==> src/hdl/ebcs_params.svh <==
`ifndef EBCS_PARAMS_SVH
`define EBCS_PARAMS_SVH
// processor modes
`define EBCS_PM_SINGLE 2'h0
`define EBCS_PM_EXP 2'h1
`define EBCS_PM_MICRO 2'h3
// bus formats
`define EBCS_FMT_SEP 2'h0
`define EBCS_FMT_CS12 2'h1
`define EBCS_FMT_ALL 2'h3
// external area modes
`define EBCS_AM0 2'h0
`define EBCS_AM1 2'h1
`define EBCS_AM2 2'h2
`define EBCS_AM3 2'h3
// cs pin roles per area mode, bit i is select i
`define EBCS_ROLE_AM0 4'h0
`define EBCS_ROLE_AM1 4'h7
`define EBCS_ROLE_AM2 4'h3
`define EBCS_ROLE_AM3 4'hF
// ale pin selection, none
`define EBCS_ALE_NONE 2'h3
// region bounds
`define EBCS_R0_LO 24'h00_8000
`define EBCS_R0_HI 24'h1F_FFFF
`define EBCS_R1_LO 24'h20_0000
`define EBCS_R1_HI 24'h3F_FFFF
`define EBCS_R2_LO 24'h40_0000
`define EBCS_R2_HI 24'hBF_FFFF
`define EBCS_R3_LO 24'hC0_0000
`define EBCS_M1_CS0_HI 24'hDF_FFFF
`define EBCS_R3_HI_EXP 24'hEF_FFFF
`define EBCS_CS0_E_LO 24'hE0_0000
`define EBCS_M3_CS0_LO 24'hF0_0000
`define EBCS_TOP 24'hFF_FFFF
`define EBCS_M3_CS1_LO 24'h10_0000
`define EBCS_M3_CS2_HI 24'h2F_FFFF
`define EBCS_M3_CS3_HI 24'hCF_FFFF
// dram row and column fields on a8..a20
`define EBCS_ROW_MSB 21
`define EBCS_ROW_LSB 9
`define EBCS_COL_MSB 8
`define EBCS_DRAM_LSB 8
`define EBCS_DRAM_MSB 20
`define EBCS_LOW16_MSB 15
`endif

==> src/hdl/ebcs_pkg.sv <==
`include "ebcs_params.svh"
package ebcs_pkg;
  typedef enum logic [2:0] {
    EBCS_IDLE = 3'h1,
    EBCS_ROW = 3'h2,
    EBCS_COL = 3'h4
  } ebcs_state_t;

  typedef struct packed {
    ebcs_state_t st;
    logic [1:0] amode;
    logic [1:0] fmt;
    logic [3:0] width;
    logic [1:0] ale_sel;
    logic strap_done;
    logic [23:0] addr;
    logic [23:0] cur;
    logic cur_wr;
    logic [1:0] area;
    logic [3:0] cs_n;
    logic [2:0] ale;
    logic ready;
    logic ext;
    logic known;
    logic [3:0] p4_cs;
    logic p0_data;
    logic p1_data;
    logic p4_addr;
    logic p2_mux;
    logic p3_mux;
    logic dram_role;
    logic cas_l;
    logic cas_h;
    logic dw;
  } ebcs_reg_t;

  // pins that carry selects for an area mode
  function automatic logic [3:0] ebcs_cs_roles(input logic [1:0] amode);
    case (amode)
      `EBCS_AM1: ebcs_cs_roles = `EBCS_ROLE_AM1;
      `EBCS_AM2: ebcs_cs_roles = `EBCS_ROLE_AM2;
      `EBCS_AM3: ebcs_cs_roles = `EBCS_ROLE_AM3;
      default: ebcs_cs_roles = `EBCS_ROLE_AM0;
    endcase
  endfunction
endpackage

==> src/hdl/ebcs_top.sv <==
`timescale 1ns/1ps
`include "ebcs_params.svh"
// Summary of operation
// - external bus roles only in expansion or microprocessor mode
// - twenty-four address lines cover sixteen megabytes
// - top address line is the inverted address msb
// - each area picks eight or sixteen bit data bus
// - after reset area 3 width follows the byte pin, high is eight bit
// - address undefined after leaving single chip until first external access
// - dram access puts row then column on a8 to a20
// - area mode field picks select pins and select ranges, format picks address pins
// - area mode resets to mode 0
// - up to four active low selects
// - select falls in the same cycle as its address appears
// - select stays until the next access picks another region or single chip mode is entered
// - format resets separate, all-space multiplex refused in microprocessor mode
// - outside dram access, all-space multiplex outputs only the low sixteen address bits
// - port 4 upper pins carry selects or a20 to a23
// - dram access turns port 5 pins into column and write strobes
// - multiplexed pins carry address only for multiplexed-bus areas
// - two-bit field routes the address latch strobe to a pin
// - mode 3 selects each cover one megabyte
// - two-bit field chooses separate or multiplexed format
// - width bit zero is eight bit, one is sixteen bit
module ebcs_top (
  input wire logic ref_clk_in,
  input wire logic rst_b_in,
  input wire logic [1:0] proc_mode_in,
  input wire logic cfg_load_in,
  input wire logic [1:0] area_mode_in,
  input wire logic [1:0] bus_format_in,
  input wire logic [3:0] width_ctrl_in,
  input wire logic [1:0] ale_sel_in,
  input wire logic dram_en_in,
  input wire logic byte_pin_in,
  input wire logic acc_valid_in,
  input wire logic [23:0] acc_addr_in,
  input wire logic acc_write_in,
  output logic acc_ready_out,
  output logic ext_active_out,
  output logic [22:0] addr_out,
  output logic inverted_top_address_out,
  output logic area_select_0_n_out,
  output logic area_select_1_n_out,
  output logic area_select_2_n_out,
  output logic area_select_3_n_out,
  output logic [3:0] p4_cs_role_out,
  output logic p4_addr_role_out,
  output logic p0_data_role_out,
  output logic p1_data_role_out,
  output logic p2_mux_out,
  output logic p3_mux_out,
  output logic [2:0] ale_out,
  output logic dram_role_out,
  output logic column_strobe_low_out,
  output logic column_strobe_high_out,
  output logic dram_write_strobe_out,
  output logic addr_valid_out,
  output logic [1:0] area_mode_out,
  output logic [1:0] bus_format_out,
  output logic [3:0] width_out
);
  import ebcs_pkg::*;

  // ****************************************
  // helpers
  // ****************************************

  // address as driven on the pins for a format
  function automatic logic [23:0] pin_addr(input logic [23:0] a, input logic [1:0] fmt);
    pin_addr = a;
    if (fmt == `EBCS_FMT_ALL) pin_addr = {8'h00, a[`EBCS_LOW16_MSB:0]};
  endfunction

  // one-hot latch strobe pin
  function automatic logic [2:0] ale_pin(input logic [1:0] sel);
    case (sel)
      2'h0: ale_pin = 3'h1;
      2'h1: ale_pin = 3'h2;
      2'h2: ale_pin = 3'h4;
      default: ale_pin = 3'h0;
    endcase
  endfunction

  ebcs_reg_t r;
  ebcs_reg_t n;
  logic byte_s;
  logic ext;
  logic micro;
  logic [3:0] cs_hit;
  logic [1:0] area;
  logic hit;
  logic dram;
  logic accept;
  logic mux;

  // ****************************************
  // input conditioning and decode
  // ****************************************

  // byte pin comes from outside
  ebcs_sync3 u_byte_sync (
    .ref_clk_in(ref_clk_in),
    .rst_b_in(rst_b_in),
    .pin_in(byte_pin_in),
    .level_out(byte_s)
  );

  ebcs_cs_decode u_dec (
    .addr_in(acc_addr_in),
    .amode_in(r.amode),
    .micro_in(micro),
    .dram_en_in(dram_en_in),
    .cs_out(cs_hit),
    .area_out(area),
    .hit_out(hit),
    .dram_out(dram)
  );

  // mode and acceptance terms
  always_comb begin
    ext = (proc_mode_in != `EBCS_PM_SINGLE);
    micro = (proc_mode_in == `EBCS_PM_MICRO);
    accept = acc_valid_in && r.ready && ext && hit;
    mux = (r.fmt == `EBCS_FMT_ALL) || ((r.fmt == `EBCS_FMT_CS12) && (area <= 2'h1));
  end

  // ****************************************
  // next state
  // ****************************************

  always_comb begin
    n = r;
    n.ext = ext;
    n.ale = 3'h0;
    // area 3 width follows byte pin
    if (!r.strap_done) n.width[3] = !byte_s;
    if (cfg_load_in) begin
      n.amode = area_mode_in;
      n.width = width_ctrl_in;
      n.ale_sel = ale_sel_in;
      n.strap_done = 1'b1;
      if (!(micro && (bus_format_in == `EBCS_FMT_ALL))) n.fmt = bus_format_in;
    end
    // leaving it on entry to microprocessor mode
    if (micro && (n.fmt == `EBCS_FMT_ALL)) n.fmt = `EBCS_FMT_SEP;
    case (r.st)
      EBCS_IDLE: begin
        if (accept) begin
          n.cur = acc_addr_in;
          n.cur_wr = acc_write_in;
          n.area = area;
          n.known = 1'b1;
          // release decided by this next access
          n.cs_n = ~cs_hit;
          n.addr = pin_addr(acc_addr_in, r.fmt);
          n.addr[23] = !n.addr[23];
          n.p2_mux = mux && !dram;
          // width bit one adds high byte
          n.p3_mux = mux && !dram && r.width[area];
          if (dram) begin
            n.addr[`EBCS_DRAM_MSB:`EBCS_DRAM_LSB] =
              acc_addr_in[`EBCS_ROW_MSB:`EBCS_ROW_LSB];
            n.dram_role = 1'b1;
            n.st = EBCS_ROW;
          end else if (mux) begin
            n.ale = ale_pin(r.ale_sel);
          end
        end
      end
      EBCS_ROW: begin
        n.addr[`EBCS_DRAM_MSB:`EBCS_DRAM_LSB] = {4'h0, r.cur[`EBCS_COL_MSB:0]};
        n.cas_l = 1'b1;
        n.cas_h = r.width[r.area];
        n.dw = r.cur_wr;
        n.st = EBCS_COL;
      end
      EBCS_COL: begin
        n.cas_l = 1'b0;
        n.cas_h = 1'b0;
        n.dw = 1'b0;
        n.dram_role = 1'b0;
        n.st = EBCS_IDLE;
      end
      default: begin
        n.st = EBCS_IDLE;
        n.dram_role = 1'b0;
      end
    endcase
    n.ready = (n.st == EBCS_IDLE);
    // port 4 pin roles by area mode and format
    // mode picks selects, format picks address pins
    n.p4_cs = ebcs_cs_roles(n.amode);
    n.p4_addr = (n.fmt != `EBCS_FMT_ALL);
    n.p0_data = (n.fmt != `EBCS_FMT_ALL);
    n.p1_data = (n.fmt != `EBCS_FMT_ALL) && (|n.width);
    // single chip leaves every pin a port
    if (!ext) begin
      n.p4_cs = 4'h0;
      n.p4_addr = 1'b0;
      n.p0_data = 1'b0;
      n.p1_data = 1'b0;
      n.p2_mux = 1'b0;
      n.p3_mux = 1'b0;
      n.cs_n = 4'hF;
      n.known = 1'b0;
    end
  end

  // ****************************************
  // state register
  // ****************************************

  // area mode 0 and separate bus at reset
  always_ff @(posedge ref_clk_in or negedge rst_b_in) begin
    if (!rst_b_in) begin
      r <= '0;
      r.st <= EBCS_IDLE;
      r.amode <= `EBCS_AM0;
      r.fmt <= `EBCS_FMT_SEP;
      r.ale_sel <= `EBCS_ALE_NONE;
      r.cs_n <= 4'hF;
      r.addr[23] <= 1'b1;
      r.ready <= 1'b1;
    end else begin
      r <= n;
    end
  end

  // ****************************************
  // outputs
  // ****************************************

  // pins straight from state
  always_comb begin
    acc_ready_out = r.ready;
    ext_active_out = r.ext;
    addr_out = r.addr[22:0];
    inverted_top_address_out = r.addr[23];
    area_select_0_n_out = r.cs_n[0];
    area_select_1_n_out = r.cs_n[1];
    area_select_2_n_out = r.cs_n[2];
    area_select_3_n_out = r.cs_n[3];
    p4_cs_role_out = r.p4_cs;
    p4_addr_role_out = r.p4_addr;
    p0_data_role_out = r.p0_data;
    p1_data_role_out = r.p1_data;
    p2_mux_out = r.p2_mux;
    p3_mux_out = r.p3_mux;
    ale_out = r.ale;
    dram_role_out = r.dram_role;
    column_strobe_low_out = r.cas_l;
    column_strobe_high_out = r.cas_h;
    dram_write_strobe_out = r.dw;
    addr_valid_out = r.known;
    area_mode_out = r.amode;
    bus_format_out = r.fmt;
    width_out = r.width;
  end
endmodule

==> src/hdl/ebcs_sync3.sv <==
`timescale 1ns/1ps
// three stage pin synchroniser, change taken when stages 2 and 3 agree
module ebcs_sync3 (
  input wire logic ref_clk_in,
  input wire logic rst_b_in,
  input wire logic pin_in,
  output logic level_out
);
  typedef struct packed {
    logic s1;
    logic s2;
    logic s3;
    logic level;
  } ebcs_sync_t;

  ebcs_sync_t r;
  ebcs_sync_t n;

  // stage chain and agreement filter
  always_comb begin
    n = r;
    n.s1 = pin_in;
    n.s2 = r.s1;
    n.s3 = r.s2;
    if (r.s2 == r.s3) n.level = r.s3;
  end

  // stage registers
  always_ff @(posedge ref_clk_in or negedge rst_b_in) begin
    if (!rst_b_in) begin
      r <= '0;
    end else begin
      r <= n;
    end
  end

  // filtered level straight from its flop
  assign level_out = r.level;
endmodule

==> src/hdl/ebcs_cs_decode.sv <==
`timescale 1ns/1ps
`include "ebcs_params.svh"
// address to external area and chip select decoder
module ebcs_cs_decode (
  input wire logic [23:0] addr_in,
  input wire logic [1:0] amode_in,
  input wire logic micro_in,
  input wire logic dram_en_in,
  output logic [3:0] cs_out,
  output logic [1:0] area_out,
  output logic hit_out,
  output logic dram_out
);
  import ebcs_pkg::*;

  function automatic logic in_rng(input logic [23:0] a, input logic [23:0] lo,
                                  input logic [23:0] hi);
    in_rng = (a >= lo) && (a <= hi);
  endfunction

  logic [3:0] h;
  logic [23:0] lo0;
  logic [23:0] hi0;

  // area 3 bounds per mode
  always_comb begin
    case (amode_in)
      `EBCS_AM1: begin
        lo0 = micro_in ? `EBCS_CS0_E_LO : `EBCS_R3_LO;
        hi0 = micro_in ? `EBCS_TOP : `EBCS_M1_CS0_HI;
      end
      `EBCS_AM3: begin
        lo0 = micro_in ? `EBCS_M3_CS0_LO : `EBCS_CS0_E_LO;
        hi0 = micro_in ? `EBCS_TOP : `EBCS_R3_HI_EXP;
      end
      default: begin
        lo0 = `EBCS_R3_LO;
        hi0 = micro_in ? `EBCS_TOP : `EBCS_R3_HI_EXP;
      end
    endcase
  end

  // compare against bounds of active mode
  always_comb begin
    h[0] = in_rng(addr_in, (amode_in == `EBCS_AM3) ? `EBCS_M3_CS1_LO : `EBCS_R0_LO,
                  `EBCS_R0_HI);
    h[1] = (amode_in != `EBCS_AM2) && in_rng(addr_in, `EBCS_R1_LO,
           (amode_in == `EBCS_AM3) ? `EBCS_M3_CS2_HI : `EBCS_R1_HI);
    h[2] = (amode_in == `EBCS_AM3) ? in_rng(addr_in, `EBCS_R3_LO, `EBCS_M3_CS3_HI)
                                   : in_rng(addr_in, `EBCS_R2_LO, `EBCS_R2_HI);
    h[3] = in_rng(addr_in, lo0, hi0);
    hit_out = |h;
    area_out = h[3] ? 2'h3 : h[2] ? 2'h2 : h[1] ? 2'h1 : 2'h0;
    // select i maps to area (i+3) mod 4
    cs_out = {h[2], h[1], h[0], h[3]} & ebcs_cs_roles(amode_in);
    dram_out = h[2] && dram_en_in && (amode_in != `EBCS_AM3);
  end
endmodule

==> config.mk <==
export PLATFORM = sky130hd
export DESIGN_NAME = ebcs_top
export DESIGN_NICKNAME = d
export VERILOG_FILES = /design/src/hdl/ebcs_pkg.sv /design/src/hdl/ebcs_top.sv /design/src/hdl/ebcs_sync3.sv /design/src/hdl/ebcs_cs_decode.sv
export VERILOG_INCLUDE_DIRS = /design/src /design/src/hdl
export SDC_FILE = /design/constraint.sdc
export NUM_CORES = 1
export LEC_CHECK = 0
export BUFFER_PORTS_ARGS = -buffer_cell sky130_fd_sc_hd__buf_2
export CAP_MARGIN = 5
export CORE_ASPECT_RATIO = 0.5
export CORE_UTILIZATION = 53
export CTS_CLUSTER_SIZE = 8
export DETAILED_ROUTE_END_ITERATION = 6
export PLACE_DENSITY_LB_ADDON = 0.25
export SLEW_MARGIN = 20
export SYNTH_ARGS = -nofsm -noshare
export SYNTH_HDL_FRONTEND = slang
export SYNTH_HIERARCHICAL = 1
export SYNTH_SLANG_ARGS = --single-unit
==> constraint.sdc <==
create_clock -name ref_clk_in -period 3.55 [get_ports ref_clk_in]
set_clock_uncertainty 0.05 [all_clocks]
set_input_delay 0.5325 -clock ref_clk_in [delete_from_list [all_inputs] [get_ports ref_clk_in]]
set_output_delay 0.5325 -clock ref_clk_in [all_outputs]
set_load 0.01 [all_outputs]
==> reports/results.txt <==
startpoint types - flop
Tot Pwr - 2.443 mW
TritonCTS Buffers - 9
Crit-path slowest cell - dfrtp_1
Placement Cell Area - 0.003884 mm2
Cell Count, Final, Fillers Out - 497
Seq cells post-synth - 67
Worst EP required - 3.71 ns
post-route minimum period - 2.980 ns
Setup TNS Final - 0 ns
Cells after Synth - 343
diodes inserted - 0
vias in the first global route - 2,783
crit share post-route - 0.8394
clock buffer depth - 2
Max IR drop VDD - 0.4830 mV
Synth async-reset ratio - 1.000
Port Buf Inserts - 97
Initial Utilization - 0.5728
clk_lat worst skew - 0.33 ns
largest net degree at the start of global routing - 48
fin util - 0.6623
post-CTS sizing - 0
max incr delay on CP - 0.52 ns
unrepaired setup endpoints after global routing - false
critical path class - reg2reg
post-CTS setup buffer count - 0
Synth-to-Final Area Change - 15.62%
final hold violation count - 0
Slew @ Worst Pin - 0.7229 ns
chip width - 118.8 um
DRC - 0
Ports - 98
via count - 2,860
Synth area leader - dfrtp_1
Root Buffer - clkbuf_16
Post-synth EDFFs - 0
relative slew slack - 0.5163
worst-path fanout max - 16
Yosys warnings - 6
CP Cell Sequence - inv_1, nor3_1, ha_1, a21oi_1, a41o_1, nand4_2, nand4_1, nand4bb_4, nor2_4, mux2_2
routed len/inst - 16.93 um
R2R Setup Slk - 0.57 ns
initial antenna violation count - 0
max-cap viol count - 0
P_leak - 1.902 nW
syn_nets - 392
FMAX - 0.3356 GHz
CTS sink count - 67
Pwr per Cell Area - 584.9 mW/mm2
Via density - 5.755
Synth Cell Area - 0.003612 mm2
share of the synthesized area in the top cell type - 0.4018
HP Class - in2async
most common cell in the netlist - dfrtp_1
ranking of synthesized cells by area - dfrtp_1 40%, buf_4 8.3%, dfstp_2 6.5%, mux2_2 5.6%, o211ai_1 4.4%
final WL - 8.414 mm
ANT nets after route - 0
hold-fix buffers at CTS - 0
post-route cell area - 0.004177 mm2
detailed placement HPWL - 6.115 mm
CORE AREA - 0.006306 mm2
worst reg2reg path endpoint - addr_out[4]
post-synthesis sequential area ratio - 0.4673
Die ar. - 0.007170 mm2
initial detailed-routing violation count - 142
drt first pass iters - 4
mean area per synthesized cell - 10.53 um2
final net count - 453
FP Rows - 20
Slew Limit Fails - 0
placed cells - 481
top cells by count, synth - 58 x dfrtp_1, 40 x buf_4, 32 x nand2_1
first-pass GRT wire length - 13.77 mm
share of cells above drive strength 1 - 0.3912
FF-to-FF Start - area_mode_out[0]
Placer Congestion - 0.9737
Die Y - 60.38 um
GR Overflow Total - 0
Synth Flop Type - dfrtp_1
# setup viols final - 0
CTS tree - built
Critical Path AT - 3.14 ns
number of H-tree levels - 3
clock slew at reported path FFs - 0.05 ns
Worst Reg2Reg Path Length in Cells - 10
status - finished, final reports clean
Total Routing Usage GR - 0.2574
CP endpoint kind - flop
Yosys cell types - 57
-- logic make-up after synthesis --
family,share of synthesized area
AOI/OAI and AO/OA,0.1534
xor gates and xnor gates,0.002425
adders and majority gates,0.02390
buffers and inverters,0.1167
DFF,0.4673
muxes,0.09352
and+or+nand+nor,0.1427
-- cell usage in the layout (no fill, tap or decap), types with 3 or more instances in the layout --
master,count
a22oi_1,5
buf_2,96
ha_1,6
dfstp_2,9
mux2_2,18
nor2_1,12
o21ai_0,19
nand2_1,32
nor3_1,7
nand4_1,7
a21o_1,3
inv_1,15
clkbuf_16,9
clkbuf_1,3
nor2b_1,10
buf_4,6
nor4_1,4
mux2i_1,9
o22ai_1,5
a21oi_1,10
dfrtp_1,58
o211ai_1,21
-- how the worst max path moves through the flow --
stage	from	endpoint	slack [ns]	cells after the start
floorplan	proc_mode_in[0]	addr_out[3]	0.77	12
global placement	proc_mode_in[0]	addr_out[1]	0.45	12
detailed placement	proc_mode_in[0]	addr_out[4]	0.31	12
CTS	area_mode_out[0]	addr_out[4]	0.62	10
global route	area_mode_out[0]	addr_out[4]	0.42	10
finish	area_mode_out[0]	addr_out[4]	0.57	10
-- registers in the layout (all words and copies together) (netlist names), 2 cells and up --
| signal | flops |
|---|---|
| u_byte_sync/n | 2 |
| ale_out | 3 |
| addr_out | 23 |
| p4_cs_role_out | 3 |
| bus_format_out | 2 |
| width_out | 4 |
| area_mode_out | 2 |
| r | 10 |
-- where the power goes --
group / total (mW) / internal, mW / switching [mW] / leakage [nW]
Clock: 0.864 / 0.560 / 0.303 / 0.144
Combinational: 0.558 / 0.259 / 0.298 / 0.964
Sequential: 1.02 / 0.921 / 0.100 / 0.795
-- area by class of cell --
cell class,count,area (um2)
flip-flops and latches,67,1688
inverters,16,60.06
multi-input cells,208,1503
repair buffers,102,525.5
fillers,515,2130
well taps,88,110.1
clock inverters,3,40.04
clock buffers,13,250.2
-- metrics by stage --
stage | hold slack, ns | worst slack, ns
CTS | 0.2476 | 0.6215
global placement | 0.2853 | 0.4452
floorplan | 0.1869 | 0.7709
global route | 0.2103 | 0.4178
finish | 0.1641 | 0.5702
detailed placement | 0.2944 | 0.3066
-- worst max-delay path, delay by kind of cell (launching register included) --
kind	cells	cell delay, ns
AO/OA/AOI/OAI	2	0.31
flip-flops	1	0.52
multiplexers	1	0.40
adder cells (fa/ha/maj)	1	0.29
buffers and inverters	1	0.13
AND/OR/NAND/NOR	5	1.16
-- routing by layer --
layer  global-route usage  share of wire
met5                    0              0
met4               0.1085         0.0095
met3              0.07895          0.085
met2               0.4002           0.44
met1               0.3438           0.46
Power figures use the tool's default switching activity.
